==> src/isra_pkg.sv <==
package isra_pkg;

   // Bus framing
   localparam logic [3:0] ISRA_BYTE_BITS = 4'h8;
   localparam logic [2:0] ISRA_ADDR_FIXED = 3'h3;
   localparam logic ISRA_DIR_WRITE = 1'b0;

   // Register map
   localparam logic [7:0] ISRA_ADDR_CFG_A = 8'h7D;
   localparam logic [7:0] ISRA_ADDR_CFG_RST = 8'h60;
   localparam int ISRA_CFG_FIELD_HI = 7;
   localparam int ISRA_CFG_FIELD_LO = 4;
   localparam logic [3:0] ISRA_CFG_RSVD = 4'h0;
   localparam logic [7:0] ISRA_STATUS_CFG_A = 8'h01;
   localparam logic [7:0] ISRA_SHADOW_LO_A = 8'h60;
   localparam logic [7:0] ISRA_SHADOW_HI_A = 8'h7F;
   localparam logic [7:0] ISRA_AUTO_WR_LAST_A = 8'h4F;
   localparam logic [7:0] ISRA_FUNCTION_COMMAND_BYTE_A = 8'hFE;
   localparam logic [7:0] ISRA_PAST_END_DATA = 8'hFF;

   // Timing: the local clock must oversample the fastest bus clock
   localparam int ISRA_CLK_KHZ = 10000;
   localparam int ISRA_BUS_MAX_KHZ = 400;
   localparam int ISRA_MIN_OVERSAMPLE = 16;

   typedef enum logic [3:0] {
      ISRA_IDLE,
      ISRA_ADDR,
      ISRA_ADDR_ACK,
      ISRA_PTR,
      ISRA_PTR_ACK,
      ISRA_WDATA,
      ISRA_WDATA_ACK,
      ISRA_RDATA,
      ISRA_RDATA_ACK
   } isra_state_t;

   // Locations the bus master may change: status/config and the shadow block
   function automatic logic isra_writable(input logic [7:0] a);
      isra_writable = (a == ISRA_STATUS_CFG_A) || (a >= ISRA_SHADOW_LO_A && a <= ISRA_SHADOW_HI_A);
   endfunction

endpackage

==> src/isra_line_sync.sv <==
`timescale 1ns/1ns
`default_nettype none
module isra_line_sync #(
   parameter int STAGES = 2
) (
   input wire logic clk_i,
   input wire logic rst_i,
   input wire logic scl_i,
   input wire logic sda_i,
   output logic scl_o,
   output logic sda_o,
   output logic scl_rise_o,
   output logic scl_fall_o,
   output logic start_o,
   output logic stop_o
);

   if (STAGES < 2) begin : g_chk
      $error("isra_line_sync needs at least two stages");
   end

   logic [STAGES:0] scl_reg;
   logic [STAGES:0] sda_reg;

   // Lines idle high, so reset to the idle level to avoid a false edge
   always_ff @(posedge clk_i or posedge rst_i) begin
      if (rst_i) begin
         scl_reg <= '1;
         sda_reg <= '1;
      end else begin
         scl_reg <= {scl_reg[STAGES-1:0], scl_i};
         sda_reg <= {sda_reg[STAGES-1:0], sda_i};
      end
   end

   assign scl_o = scl_reg[STAGES-1];
   assign sda_o = sda_reg[STAGES-1];
   assign scl_rise_o = scl_reg[STAGES-1] & ~scl_reg[STAGES];
   assign scl_fall_o = ~scl_reg[STAGES-1] & scl_reg[STAGES];
   assign start_o = scl_reg[STAGES-1] & scl_reg[STAGES] & sda_reg[STAGES] & ~sda_reg[STAGES-1];
   assign stop_o = scl_reg[STAGES-1] & scl_reg[STAGES] & ~sda_reg[STAGES] & sda_reg[STAGES-1];

endmodule
`default_nettype wire

==> src/isra_mem.sv <==
`timescale 1ns/1ns
`default_nettype none
module isra_mem #(
   parameter int AW = 8,
   parameter int DW = 8
) (
   input wire logic clk_i,
   input wire logic rst_i,
   input wire logic wr_en_i,
   input wire logic [AW-1:0] wr_addr_i,
   input wire logic [DW-1:0] wr_data_i,
   input wire logic [AW-1:0] rd_a_addr_i,
   output logic [DW-1:0] rd_a_data_o,
   input wire logic [AW-1:0] rd_b_addr_i,
   output logic [DW-1:0] rd_b_data_o
);

   if (AW < 1 || DW < 1) begin : g_chk
      $error("isra_mem needs nonzero widths");
   end

   logic [DW-1:0] mem_reg [0:(1<<AW)-1];

   always_ff @(posedge clk_i) begin
      if (wr_en_i) begin
         mem_reg[wr_addr_i] <= wr_data_i;
      end
   end

   always_ff @(posedge clk_i or posedge rst_i) begin
      if (rst_i) begin
         rd_a_data_o <= '0;
         rd_b_data_o <= '0;
      end else begin
         rd_a_data_o <= mem_reg[rd_a_addr_i];
         rd_b_data_o <= mem_reg[rd_b_addr_i];
      end
   end

endmodule
`default_nettype wire

==> src/isra_core.sv <==
`timescale 1ns/1ns
`default_nettype none
module isra_core
   import isra_pkg::*;
#(
   parameter int SYNC_STAGES = 2
) (
   input wire logic clk_i,
   input wire logic rst_i,
   input wire logic scl_i,
   input wire logic sda_i,
   output logic sda_o,
   output logic sda_oe_o,
   output logic [6:0] target_address_o,
   output logic addressed_o,
   output logic cmd_wr_o,
   output logic [7:0] cmd_data_o,
   input wire logic core_wr_i,
   input wire logic [7:0] core_addr_i,
   input wire logic [7:0] core_data_i,
   output logic core_ready_o,
   output logic [7:0] core_rd_data_o
);

   // The bus rate is never configured; only the oversampling margin matters
   if (ISRA_CLK_KHZ < ISRA_MIN_OVERSAMPLE * ISRA_BUS_MAX_KHZ) begin : g_rate_chk
      $error("local clock too slow for the fastest bus clock");
   end

   ////////////////////////////////////////////////////////////////////////////////
   // Line conditioning

   logic scl_q;
   logic sda_q;
   logic scl_rise;
   logic scl_fall;
   logic bus_start;
   logic bus_stop;

   isra_line_sync #(
      .STAGES(SYNC_STAGES)
   ) i_isra_line_sync (
      .clk_i(clk_i),
      .rst_i(rst_i),
      .scl_i(scl_i),
      .sda_i(sda_i),
      .scl_o(scl_q),
      .sda_o(sda_q),
      .scl_rise_o(scl_rise),
      .scl_fall_o(scl_fall),
      .start_o(bus_start),
      .stop_o(bus_stop)
   );

   ////////////////////////////////////////////////////////////////////////////////
   // State and decode

   isra_state_t state_reg;
   logic [3:0] bit_cnt_reg;
   logic [7:0] rx_reg;
   logic dir_read_reg;
   logic master_ack_reg;
   logic [8:0] ptr_reg;
   logic autoinc_reg;
   logic overrun_reg;
   logic [7:0] tx_reg;
   logic drive_low_reg;
   logic [7:0] bus_address_config_reg;
   logic cmd_wr_reg;
   logic [7:0] cmd_data_reg;

   logic [7:0] mem_rdata;
   logic [7:0] byte_out;
   logic rx_state;
   logic rx_done;
   logic addr_hit;
   logic wr_discard;
   logic wr_take;
   logic cmd_take;
   logic tx_last;
   logic mem_wr_en;
   logic [7:0] mem_wr_addr;
   logic [7:0] mem_wr_data;

   assign rx_state = (state_reg == ISRA_ADDR) || (state_reg == ISRA_PTR) || (state_reg == ISRA_WDATA);
   assign rx_done = scl_fall && rx_state && (bit_cnt_reg == ISRA_BYTE_BITS);
   assign addr_hit = rx_reg[7:1] ==
      {ISRA_ADDR_FIXED, bus_address_config_reg[ISRA_CFG_FIELD_HI:ISRA_CFG_FIELD_LO]};
   assign tx_last = bit_cnt_reg == (ISRA_BYTE_BITS - 4'h1);

   // Discard anything past the end, past the auto-increment ceiling, or not writable
   assign wr_discard = ptr_reg[8] || overrun_reg || !isra_writable(ptr_reg[7:0]);
   // Only a byte complete at its eighth bit is stored, as its acknowledge begins
   assign wr_take = rx_done && (state_reg == ISRA_WDATA) && !wr_discard;
   // A direct write to the function command byte is passed on; an auto-incremented one is not
   assign cmd_take = rx_done && (state_reg == ISRA_WDATA) && !autoinc_reg && !ptr_reg[8]
      && (ptr_reg[7:0] == ISRA_FUNCTION_COMMAND_BYTE_A);

   // Past FFh the pointer sits at 100h and the answer is fixed
   always_comb begin
      if (ptr_reg[8]) begin
         byte_out = ISRA_PAST_END_DATA;
      end else if (ptr_reg[7:0] == ISRA_ADDR_CFG_A) begin
         byte_out = bus_address_config_reg;
      end else begin
         byte_out = mem_rdata;
      end
   end

   ////////////////////////////////////////////////////////////////////////////////
   // Transaction sequencing

   always_ff @(posedge clk_i or posedge rst_i) begin
      if (rst_i) begin
         state_reg <= ISRA_IDLE;
         bit_cnt_reg <= 4'h0;
         rx_reg <= 8'h00;
         dir_read_reg <= 1'b0;
         master_ack_reg <= 1'b0;
      end else if (bus_start) begin
         state_reg <= ISRA_ADDR;
         bit_cnt_reg <= 4'h0;
      end else if (bus_stop) begin
         state_reg <= ISRA_IDLE;
         bit_cnt_reg <= 4'h0;
      end else begin
         if (scl_rise && rx_state) begin
            rx_reg <= {rx_reg[6:0], sda_q};
            bit_cnt_reg <= bit_cnt_reg + 4'h1;
         end
         if (scl_rise && state_reg == ISRA_RDATA_ACK) begin
            master_ack_reg <= ~sda_q;
         end
         unique case (state_reg)
            ISRA_IDLE: begin
            end
            ISRA_ADDR: begin
               if (rx_done) begin
                  bit_cnt_reg <= 4'h0;
                  dir_read_reg <= rx_reg[0] != ISRA_DIR_WRITE;
                  // A foreign address leaves us deaf until the next START
                  state_reg <= addr_hit ? ISRA_ADDR_ACK : ISRA_IDLE;
               end
            end
            ISRA_ADDR_ACK: begin
               if (scl_fall) begin
                  state_reg <= dir_read_reg ? ISRA_RDATA : ISRA_PTR;
               end
            end
            ISRA_PTR: begin
               if (rx_done) begin
                  bit_cnt_reg <= 4'h0;
                  state_reg <= ISRA_PTR_ACK;
               end
            end
            ISRA_PTR_ACK: begin
               if (scl_fall) begin
                  state_reg <= ISRA_WDATA;
               end
            end
            ISRA_WDATA: begin
               if (rx_done) begin
                  bit_cnt_reg <= 4'h0;
                  state_reg <= ISRA_WDATA_ACK;
               end
            end
            ISRA_WDATA_ACK: begin
               // Stays in the write until the master's STOP or repeated START
               if (scl_fall) begin
                  state_reg <= ISRA_WDATA;
               end
            end
            ISRA_RDATA: begin
               if (scl_fall) begin
                  bit_cnt_reg <= tx_last ? 4'h0 : bit_cnt_reg + 4'h1;
                  if (tx_last) begin
                     state_reg <= ISRA_RDATA_ACK;
                  end
               end
            end
            ISRA_RDATA_ACK: begin
               if (scl_fall) begin
                  state_reg <= master_ack_reg ? ISRA_RDATA : ISRA_IDLE;
               end
            end
            default: begin
               state_reg <= ISRA_IDLE;
            end
         endcase
      end
   end

   ////////////////////////////////////////////////////////////////////////////////
   // Memory pointer

   always_ff @(posedge clk_i or posedge rst_i) begin
      if (rst_i) begin
         ptr_reg <= 9'h000;
         autoinc_reg <= 1'b0;
         overrun_reg <= 1'b0;
      end else if (!bus_start && !bus_stop) begin
         if (rx_done && state_reg == ISRA_PTR) begin
            ptr_reg <= {1'b0, rx_reg};
            autoinc_reg <= 1'b0;
            overrun_reg <= 1'b0;
         end else if (rx_done && state_reg == ISRA_WDATA) begin
            autoinc_reg <= 1'b1;
            if (!ptr_reg[8] && ptr_reg[7:0] == ISRA_AUTO_WR_LAST_A) begin
               overrun_reg <= 1'b1;
            end
            if (!ptr_reg[8]) begin
               ptr_reg <= ptr_reg + 9'h001;
            end
         end else if (scl_fall && state_reg == ISRA_RDATA && tx_last && !ptr_reg[8]) begin
            ptr_reg <= ptr_reg + 9'h001;
         end
      end
   end

   ////////////////////////////////////////////////////////////////////////////////
   // Data line drive

   // Only ever pulls low; the high level comes from the pull-up
   always_ff @(posedge clk_i or posedge rst_i) begin
      if (rst_i) begin
         tx_reg <= 8'h00;
         drive_low_reg <= 1'b0;
      end else if (bus_start || bus_stop) begin
         drive_low_reg <= 1'b0;
      end else begin
         unique case (state_reg)
            ISRA_ADDR: begin
               if (rx_done && addr_hit) begin
                  drive_low_reg <= 1'b1;
               end
            end
            ISRA_PTR, ISRA_WDATA: begin
               // Discarded bytes are still acknowledged so the stream keeps its framing
               if (rx_done) begin
                  drive_low_reg <= 1'b1;
               end
            end
            ISRA_ADDR_ACK: begin
               if (scl_fall) begin
                  if (dir_read_reg) begin
                     tx_reg <= byte_out;
                     drive_low_reg <= ~byte_out[7];
                  end else begin
                     drive_low_reg <= 1'b0;
                  end
               end
            end
            ISRA_PTR_ACK, ISRA_WDATA_ACK: begin
               if (scl_fall) begin
                  drive_low_reg <= 1'b0;
               end
            end
            ISRA_RDATA: begin
               if (scl_fall) begin
                  if (tx_last) begin
                     drive_low_reg <= 1'b0;
                  end else begin
                     tx_reg <= {tx_reg[6:0], 1'b0};
                     drive_low_reg <= ~tx_reg[6];
                  end
               end
            end
            ISRA_RDATA_ACK: begin
               if (scl_fall) begin
                  if (master_ack_reg) begin
                     tx_reg <= byte_out;
                     drive_low_reg <= ~byte_out[7];
                  end else begin
                     drive_low_reg <= 1'b0;
                  end
               end
            end
            ISRA_IDLE: begin
               drive_low_reg <= 1'b0;
            end
            default: begin
               drive_low_reg <= 1'b0;
            end
         endcase
      end
   end

   assign sda_o = 1'b0;
   assign sda_oe_o = drive_low_reg;

   ////////////////////////////////////////////////////////////////////////////////
   // Address configuration and command hand-off

   always_ff @(posedge clk_i or posedge rst_i) begin
      if (rst_i) begin
         bus_address_config_reg <= ISRA_ADDR_CFG_RST;
      end else if (wr_take && ptr_reg[7:0] == ISRA_ADDR_CFG_A) begin
         bus_address_config_reg <= {rx_reg[ISRA_CFG_FIELD_HI:ISRA_CFG_FIELD_LO], ISRA_CFG_RSVD};
      end
   end

   always_ff @(posedge clk_i or posedge rst_i) begin
      if (rst_i) begin
         cmd_wr_reg <= 1'b0;
         cmd_data_reg <= 8'h00;
      end else begin
         cmd_wr_reg <= cmd_take;
         if (cmd_take) begin
            cmd_data_reg <= rx_reg;
         end
      end
   end

   assign target_address_o = {ISRA_ADDR_FIXED, bus_address_config_reg[ISRA_CFG_FIELD_HI:ISRA_CFG_FIELD_LO]};
   assign addressed_o = (state_reg != ISRA_IDLE) && (state_reg != ISRA_ADDR);
   assign cmd_wr_o = cmd_wr_reg;
   assign cmd_data_o = cmd_data_reg;

   ////////////////////////////////////////////////////////////////////////////////
   // Shadow memory

   // Bus writes win; the gauge core retries when ready is low
   assign core_ready_o = !wr_take;
   assign mem_wr_en = wr_take || core_wr_i;
   assign mem_wr_addr = wr_take ? ptr_reg[7:0] : core_addr_i;
   assign mem_wr_data = wr_take ? rx_reg : core_data_i;

   isra_mem #(
      .AW(8),
      .DW(8)
   ) i_isra_mem (
      .clk_i(clk_i),
      .rst_i(rst_i),
      .wr_en_i(mem_wr_en),
      .wr_addr_i(mem_wr_addr),
      .wr_data_i(mem_wr_data),
      .rd_a_addr_i(ptr_reg[7:0]),
      .rd_a_data_o(mem_rdata),
      .rd_b_addr_i(core_addr_i),
      .rd_b_data_o(core_rd_data_o)
   );

endmodule
`default_nettype wire

==> config.mk <==
export PLATFORM = sky130hd
export DESIGN_NAME = isra_core
export DESIGN_NICKNAME = d
export VERILOG_FILES = /design/src/isra_pkg.sv /design/src/isra_line_sync.sv /design/src/isra_mem.sv /design/src/isra_core.sv
export SDC_FILE = /design/constraint.sdc
export NUM_CORES = 2
export LEC_CHECK = 0
export BUFFER_PORTS_ARGS = -buffer_cell sky130_fd_sc_hd__buf_2
export CORE_ASPECT_RATIO = 0.5
export CORE_MARGIN = 3
export CORE_UTILIZATION = 34
export CTS_BUF_LIST = sky130_fd_sc_hd__clkbuf_8
export CTS_CLUSTER_SIZE = 12
export DETAILED_ROUTE_END_ITERATION = 6
export SYNTH_ARGS = -nofsm -noshare
export SYNTH_HDL_FRONTEND = slang
export SYNTH_HIERARCHICAL = 1
export SYNTH_SLANG_ARGS = --single-unit
==> constraint.sdc <==
create_clock -name clk_i -period 4.25 [get_ports clk_i]
set_clock_uncertainty 0.2 [all_clocks]
set_input_delay 0.2125 -clock clk_i [delete_from_list [all_inputs] [get_ports clk_i]]
set_output_delay 0.2125 -clock clk_i [all_outputs]
set_load 0.005 [all_outputs]
* Yosys cells after proc, flatten, opt, wreduce, memory -nomap -nowiden
Memories as Yosys holds them, arrays and structs flattened. A register that Yosys moved wholly into a read port is not among the register bits.
Index checks and enable logic that the tools add are counted.
** Operators by class
- Div/mod/pow operators :: 0
- Reductions and logical operators :: 52
- $mul :: 0
- Order comparisons :: 2
- Shifts and indexed selects :: 0
- Mux-type cells :: 54
- Equality and inequality tests :: 38
- $add $sub $neg :: 2
- Bitwise operators :: 16
** Operators with widths (count)
- 2-to-1 mux 4 bit :: 16
- 2-to-1 mux 7 bit :: 6
- 2-to-1 mux 9 bit :: 4
- 2-to-1 mux 8 bit :: 4
- one-hot mux 4 bit (8 select lines) :: 1
- != test 4 bit (second input constant) :: 7
- one-hot mux 7 bit (3 select lines) :: 1
- equality test 4 x 3 -> 1 bit (second input constant) :: 5
- logical AND 1 bit :: 19
- 2-to-1 mux 1 bit :: 17
- equality test 8 x 7 -> 1 bit (second input constant) :: 2
- != test 2 bit (second input constant) :: 6
- AND reduction 3 bit :: 4
- adder 9 x 1 -> 9 bit (second input constant) :: 1
- != test 3 x 2 -> 1 bit (second input constant) :: 3
- != test 3 bit (second input constant) :: 3
- inverter 1 bit :: 9
- AND reduction 9 bit :: 1
- equality test 4 x 2 -> 1 bit (second input constant) :: 2
- equality test 4 bit (second input constant) :: 2
- equality test 8 x 1 -> 1 bit (second input constant) :: 1
- equality test 8 bit (second input constant) :: 1
- greater-or-equal comparator 8 x 7 -> 1 bit (second input constant) :: 1
- <= comparator 8 x 7 -> 1 bit (second input constant) :: 1
- 22 further kinds :: 47
** Word-level totals
- Memories :: 1
- Register bits after elaboration :: 56
- Word-level logic and storage cells :: 181
- Bits of input ports :: 21
- Memory bits (writable) :: 2048
- Latch bits :: 0
- Output and inout port bits :: 28
- ROM bits :: 0
** Memory list
- i_isra_mem.mem_reg :: depth 256, bits a word 8, rd ports 2, clocked after Yosys merged registers in 2, write ports 1, RTL line isra_mem.sv:22 : logic [DW-1:0] mem_reg [0:(1<<AW)-1];

* Logic depth before layout (Yosys ltp)
- Word-level depth :: 10
- Gate-level depth with buffers :: 13
- Mapped depth without buffers :: 10

* Hierarchy
Netlist, hierarchy kept.
** By module, submodules not included
- isra_mem :: sequential area each 61899.4 µm², area each 95804.4 µm², instances 1, cells an instance 5112
- isra_core :: sequential area each 1253.7 µm², area each 3367.0 µm², instances 1, cells an instance 335
- isra_line_sync :: sequential area each 157.7 µm², area each 193.9 µm², instances 1, cells an instance 11

* Least setup slack after synthesis
OpenSTA, ideal clock, no wires.
- Kind :: reg2reg
- Start point :: register i_isra_line_sync.scl_reg[2]
- End point :: memory i_isra_mem.mem_reg[0][7], data pin
- Required time :: 3.493 ns
- Setup time :: 0.557 ns
- Period minus slack after synthesis :: 4.289 ns
- Arrival time :: 3.532 ns
- Path slack :: -0.039 ns
- Stages on the path, launching flop included :: 6
- Path buffers :: 0
- Cell sequence :: dfstp_2 > nor2b_1 > nand4b_2 > nor3_4 > nand3_4 > mux2_2
** On the way
- Word-level cells in the longest chain between the ends :: 6
** Ends and longest elaborated chain
- from (decl) :: RTL line isra_line_sync.sv:22 : logic [STAGES:0] scl_reg;
- from (signal assigned) :: RTL line isra_line_sync.sv:31 : scl_reg <= {scl_reg[STAGES-1:0], scl_i};
- AND 1 bit :: RTL line isra_line_sync.sv:39 : assign scl_fall_o = ~scl_reg[STAGES-1] & scl_reg[STAGES];
- via scl_fall :: RTL line isra_core.sv:36 : logic scl_fall;
- logical AND 1 bit (2 in series) :: RTL line isra_core.sv:86 : assign rx_done = scl_fall && rx_state && (bit_cnt_reg == ISRA_BYTE_BITS);
- logical AND 1 bit (2 in series) :: RTL line isra_core.sv:94 : assign wr_take = rx_done && (state_reg == ISRA_WDATA) && !wr_discard;
- 2-to-1 mux 8 bit :: RTL line isra_core.sv:326 : assign mem_wr_data = wr_take ? rx_reg : core_data_i;
- via mem_wr_data[7] :: RTL line isra_core.sv:83 : logic [7:0] mem_wr_data;
- to (decl) :: RTL line isra_mem.sv:22
The timed path passes the listed nets, and every way through them passes these cells.

==> results.toml <==
[outcome]
outcome = "complete, but fails checks"
violations = "negative setup slack"

[die]
ios = 49
rows = 139
die_w_um = 771
core-area_um2 = 289000
fp.dieH_um = 388
start_util = 0.344
dieArea_um2 = 299000

[finish]
largest_reg_flops = 2048
synthToLayoutAreaGrowth_pct = 14.6
drive_gt1_frac = 0.331
layout.nets = 6027

[timing]
holdWs_ns = 0.109
slew_headroom = 0.119
setup_tns_ns = -0.0273
hold_viol_final = 0
period_minus_slack_ns = 4.28
final_max_slew_viol_count = 0
fin_crit_sh = 1.01
fmax_ghz = 0.234
setup_viol = 1
post-route-worst-setup-slack_ns = -0.0273
tightest_slew_ns = 1.31

[detailed_routing]
vias = 61900
first_pass_iters = 6
totalWireLength_um = 334000
drt_iter0_markers = 9095
route.antenna.remaining_nets = 0
drcViolationCount = 0
wl_per_cell_um = 33.0
vias_per_cell = 6.11

[critical_path]
critPathBufInv = 2
worstSetupStartpointType = "flop"
arrival_ns = 4.87
critical_path.max_stage_delay_ns = 0.92
critPathTopFamily = "simple AND/OR/NAND/NOR gates"
required_ns = 4.85
path_cells = "buf_12 -> buf_12 -> mux4_2 -> a22oi_1 -> nand2_1 -> a22o_1 -> nor3_1 -> nor4_1"
crit_slowest_cell = "nor3_1"
end_kind = "flop"
cp_common_cell = "buf_12"
path_class = "flop to flop"
crit_fanout = 71

[placement]
numPortBuffers = 44
gp_congestion = 0.963
hpwl_um = 225000

[synth]
syn_area_per_cell_um2 = 18.2
yosysSeqAreaShare = 0.637
synth-seq-cells = 2120
async_reset_ff_frac = 0.0340
synth_edf_count = 2048
yosys_warnings = 6
post_synth_num_cell_types = 87
syn_inst = 5458
netlist_area_um2 = 99400
ys.flop_type = "edfxtp_1"

[clocking]
clockBufferDepth = 4
clock_tree.root_cell = "clkbuf_8"
cts-htree-levels = 5
cts_sinks = 2120
clk_latency_ns = 0.94
clk_pin_slew_ns = 0.07
cts_tree = "done"
cts_buffers = 332

[grt]
grt_usage = 0.217
antenna_found_initial = 17
grt_start_max_net_pins = 106
grt-ovfl-total = 0
grt_pass1_wl_um = 467000
grt_pass1_vias = 60600

[pwr]
power_density_nw_per_um2 = 369
power_leakage_uw = 0.0355
ir_worst_vdd_mv = 0.219

[hold_path]
hp-class = "input pin to flop"

[flow_run]
maxCapViolations = 0
synth_stat cells, types with 64 or more instances:
master | n | area share
a21oi_1 | 172 | 0.0087
a22oi_1 | 303 | 0.023
buf_2 | 133 | 0.0067
clkbuf_1 | 170 | 0.0064
dfrtp_1 | 64 | 0.016
edfxtp_1 | 2048 | 0.62
mux2i_1 | 299 | 0.030
mux4_2 | 877 | 0.20
nand2_1 | 114 | 0.0043
nor2_1 | 326 | 0.012
o22ai_1 | 81 | 0.0051
layout by cell type, fill, tap and decap left out, types with 35 or more instances in the layout:
cell / count
a221oi_1: 38
o21ai_0: 56
a22o_1: 41
clkbuf_8: 342
a22oi_1: 303
clkinv_2: 35
nor2_1: 307
mux2i_1: 299
buf_2: 40
mux4_2: 877
buf_12: 69
nand3_1: 43
a21oi_1: 172
a211oi_1: 39
nand2_1: 113
buf_4: 524
o22ai_1: 81
clkinv_1: 83
nor3_1: 59
o221ai_1: 62
inv_1: 105
dfrtp_1: 59
edfxtp_1: 2048
final cells by class:
class | count | area [um^2]
inverters | 18 | 67.6
multi-input cells | 2874 | 33700
flip-flops and latches | 2120 | 63300
well taps | 3877 | 4850
clock inverters | 240 | 1360
diodes | 10 | 25.0
repair buffers | 653 | 5780
fillers | 26100 | 175000
clock buffers | 342 | 4710
final timing paths:
kind	start	to	slack [ns]	cells after the start
setup / recovery	ptr_reg[0]	i_isra_mem/rd_a_data_o[2]	-0.03	8
hold / removal	core_wr_i	i_isra_mem/mem_reg[101][0]	0.11	5
setup reg to reg	ptr_reg[0]	i_isra_mem/rd_a_data_o[2]	-0.03	8
hold reg to reg	i_isra_line_sync/scl_reg[0]	i_isra_line_sync/scl_reg[1]	0.15	0
max in group asynchronous	rst_i	i_isra_mem/rd_a_data_o[0]	2.60	4
min in group asynchronous	rst_i	tx_reg[2]	0.30	4
report_power, final:
group	switching [uW]	internal, uW
sequential	62.2	22900
clock	8370	8220
combinational	1550	820
total	9990	32000
through the flow:
stage	power (uW)	cells	setup slack, ns	area [um^2]	utilization
after global placement	25800	9526	-0.254	107000	0.372
final	42000	10100	-0.0273	114000	0.394
after CTS	42200	10100	0.0153	114000	0.394
after floorplan	24700	5460	-0.0392	99400	-
after global routing	43200	10100	-0.0111	114000	0.394
after detailed placement	25800	9526	-0.183	107000	0.372
repair_timing:
item / in CTS / in global routing
endpoints found under the hold margin: 545 / 0
pin swaps: 0 / 1
hold buffers: 14 / 0
gates resized for setup: 4 / 21
setup buffers: 0 / 2
gates cloned: 0 / 1
setup endpoints to repair: 83 / 722
metal layers:
metal / global-route usage / routed length [um]
met1: 0.296 / 129000
met2: 0.329 / 151000
met3: 0.0625 / 40300
met4: 0.0835 / 13900
met5: 0.000957 / 47
cells by family after synthesis:
logic type	after synthesis	share of synthesized area
flops	2120	0.637
mux	1224	0.235
compound gates	908	0.0647
simple gates	725	0.0344
buf+inv	466	0.0274
fa+ha+maj	7	0.000881
xor+xnor	6	0.000604
other cells	2	0.0000756
worst min-delay path: stages:
cell,delay [ns]
buf_2,0.15
nand2b_1,0.16
buf_4,0.23
nand3_1,0.18
nor2_2,0.14
Note: power is estimated with default switching activity, not from simulation.
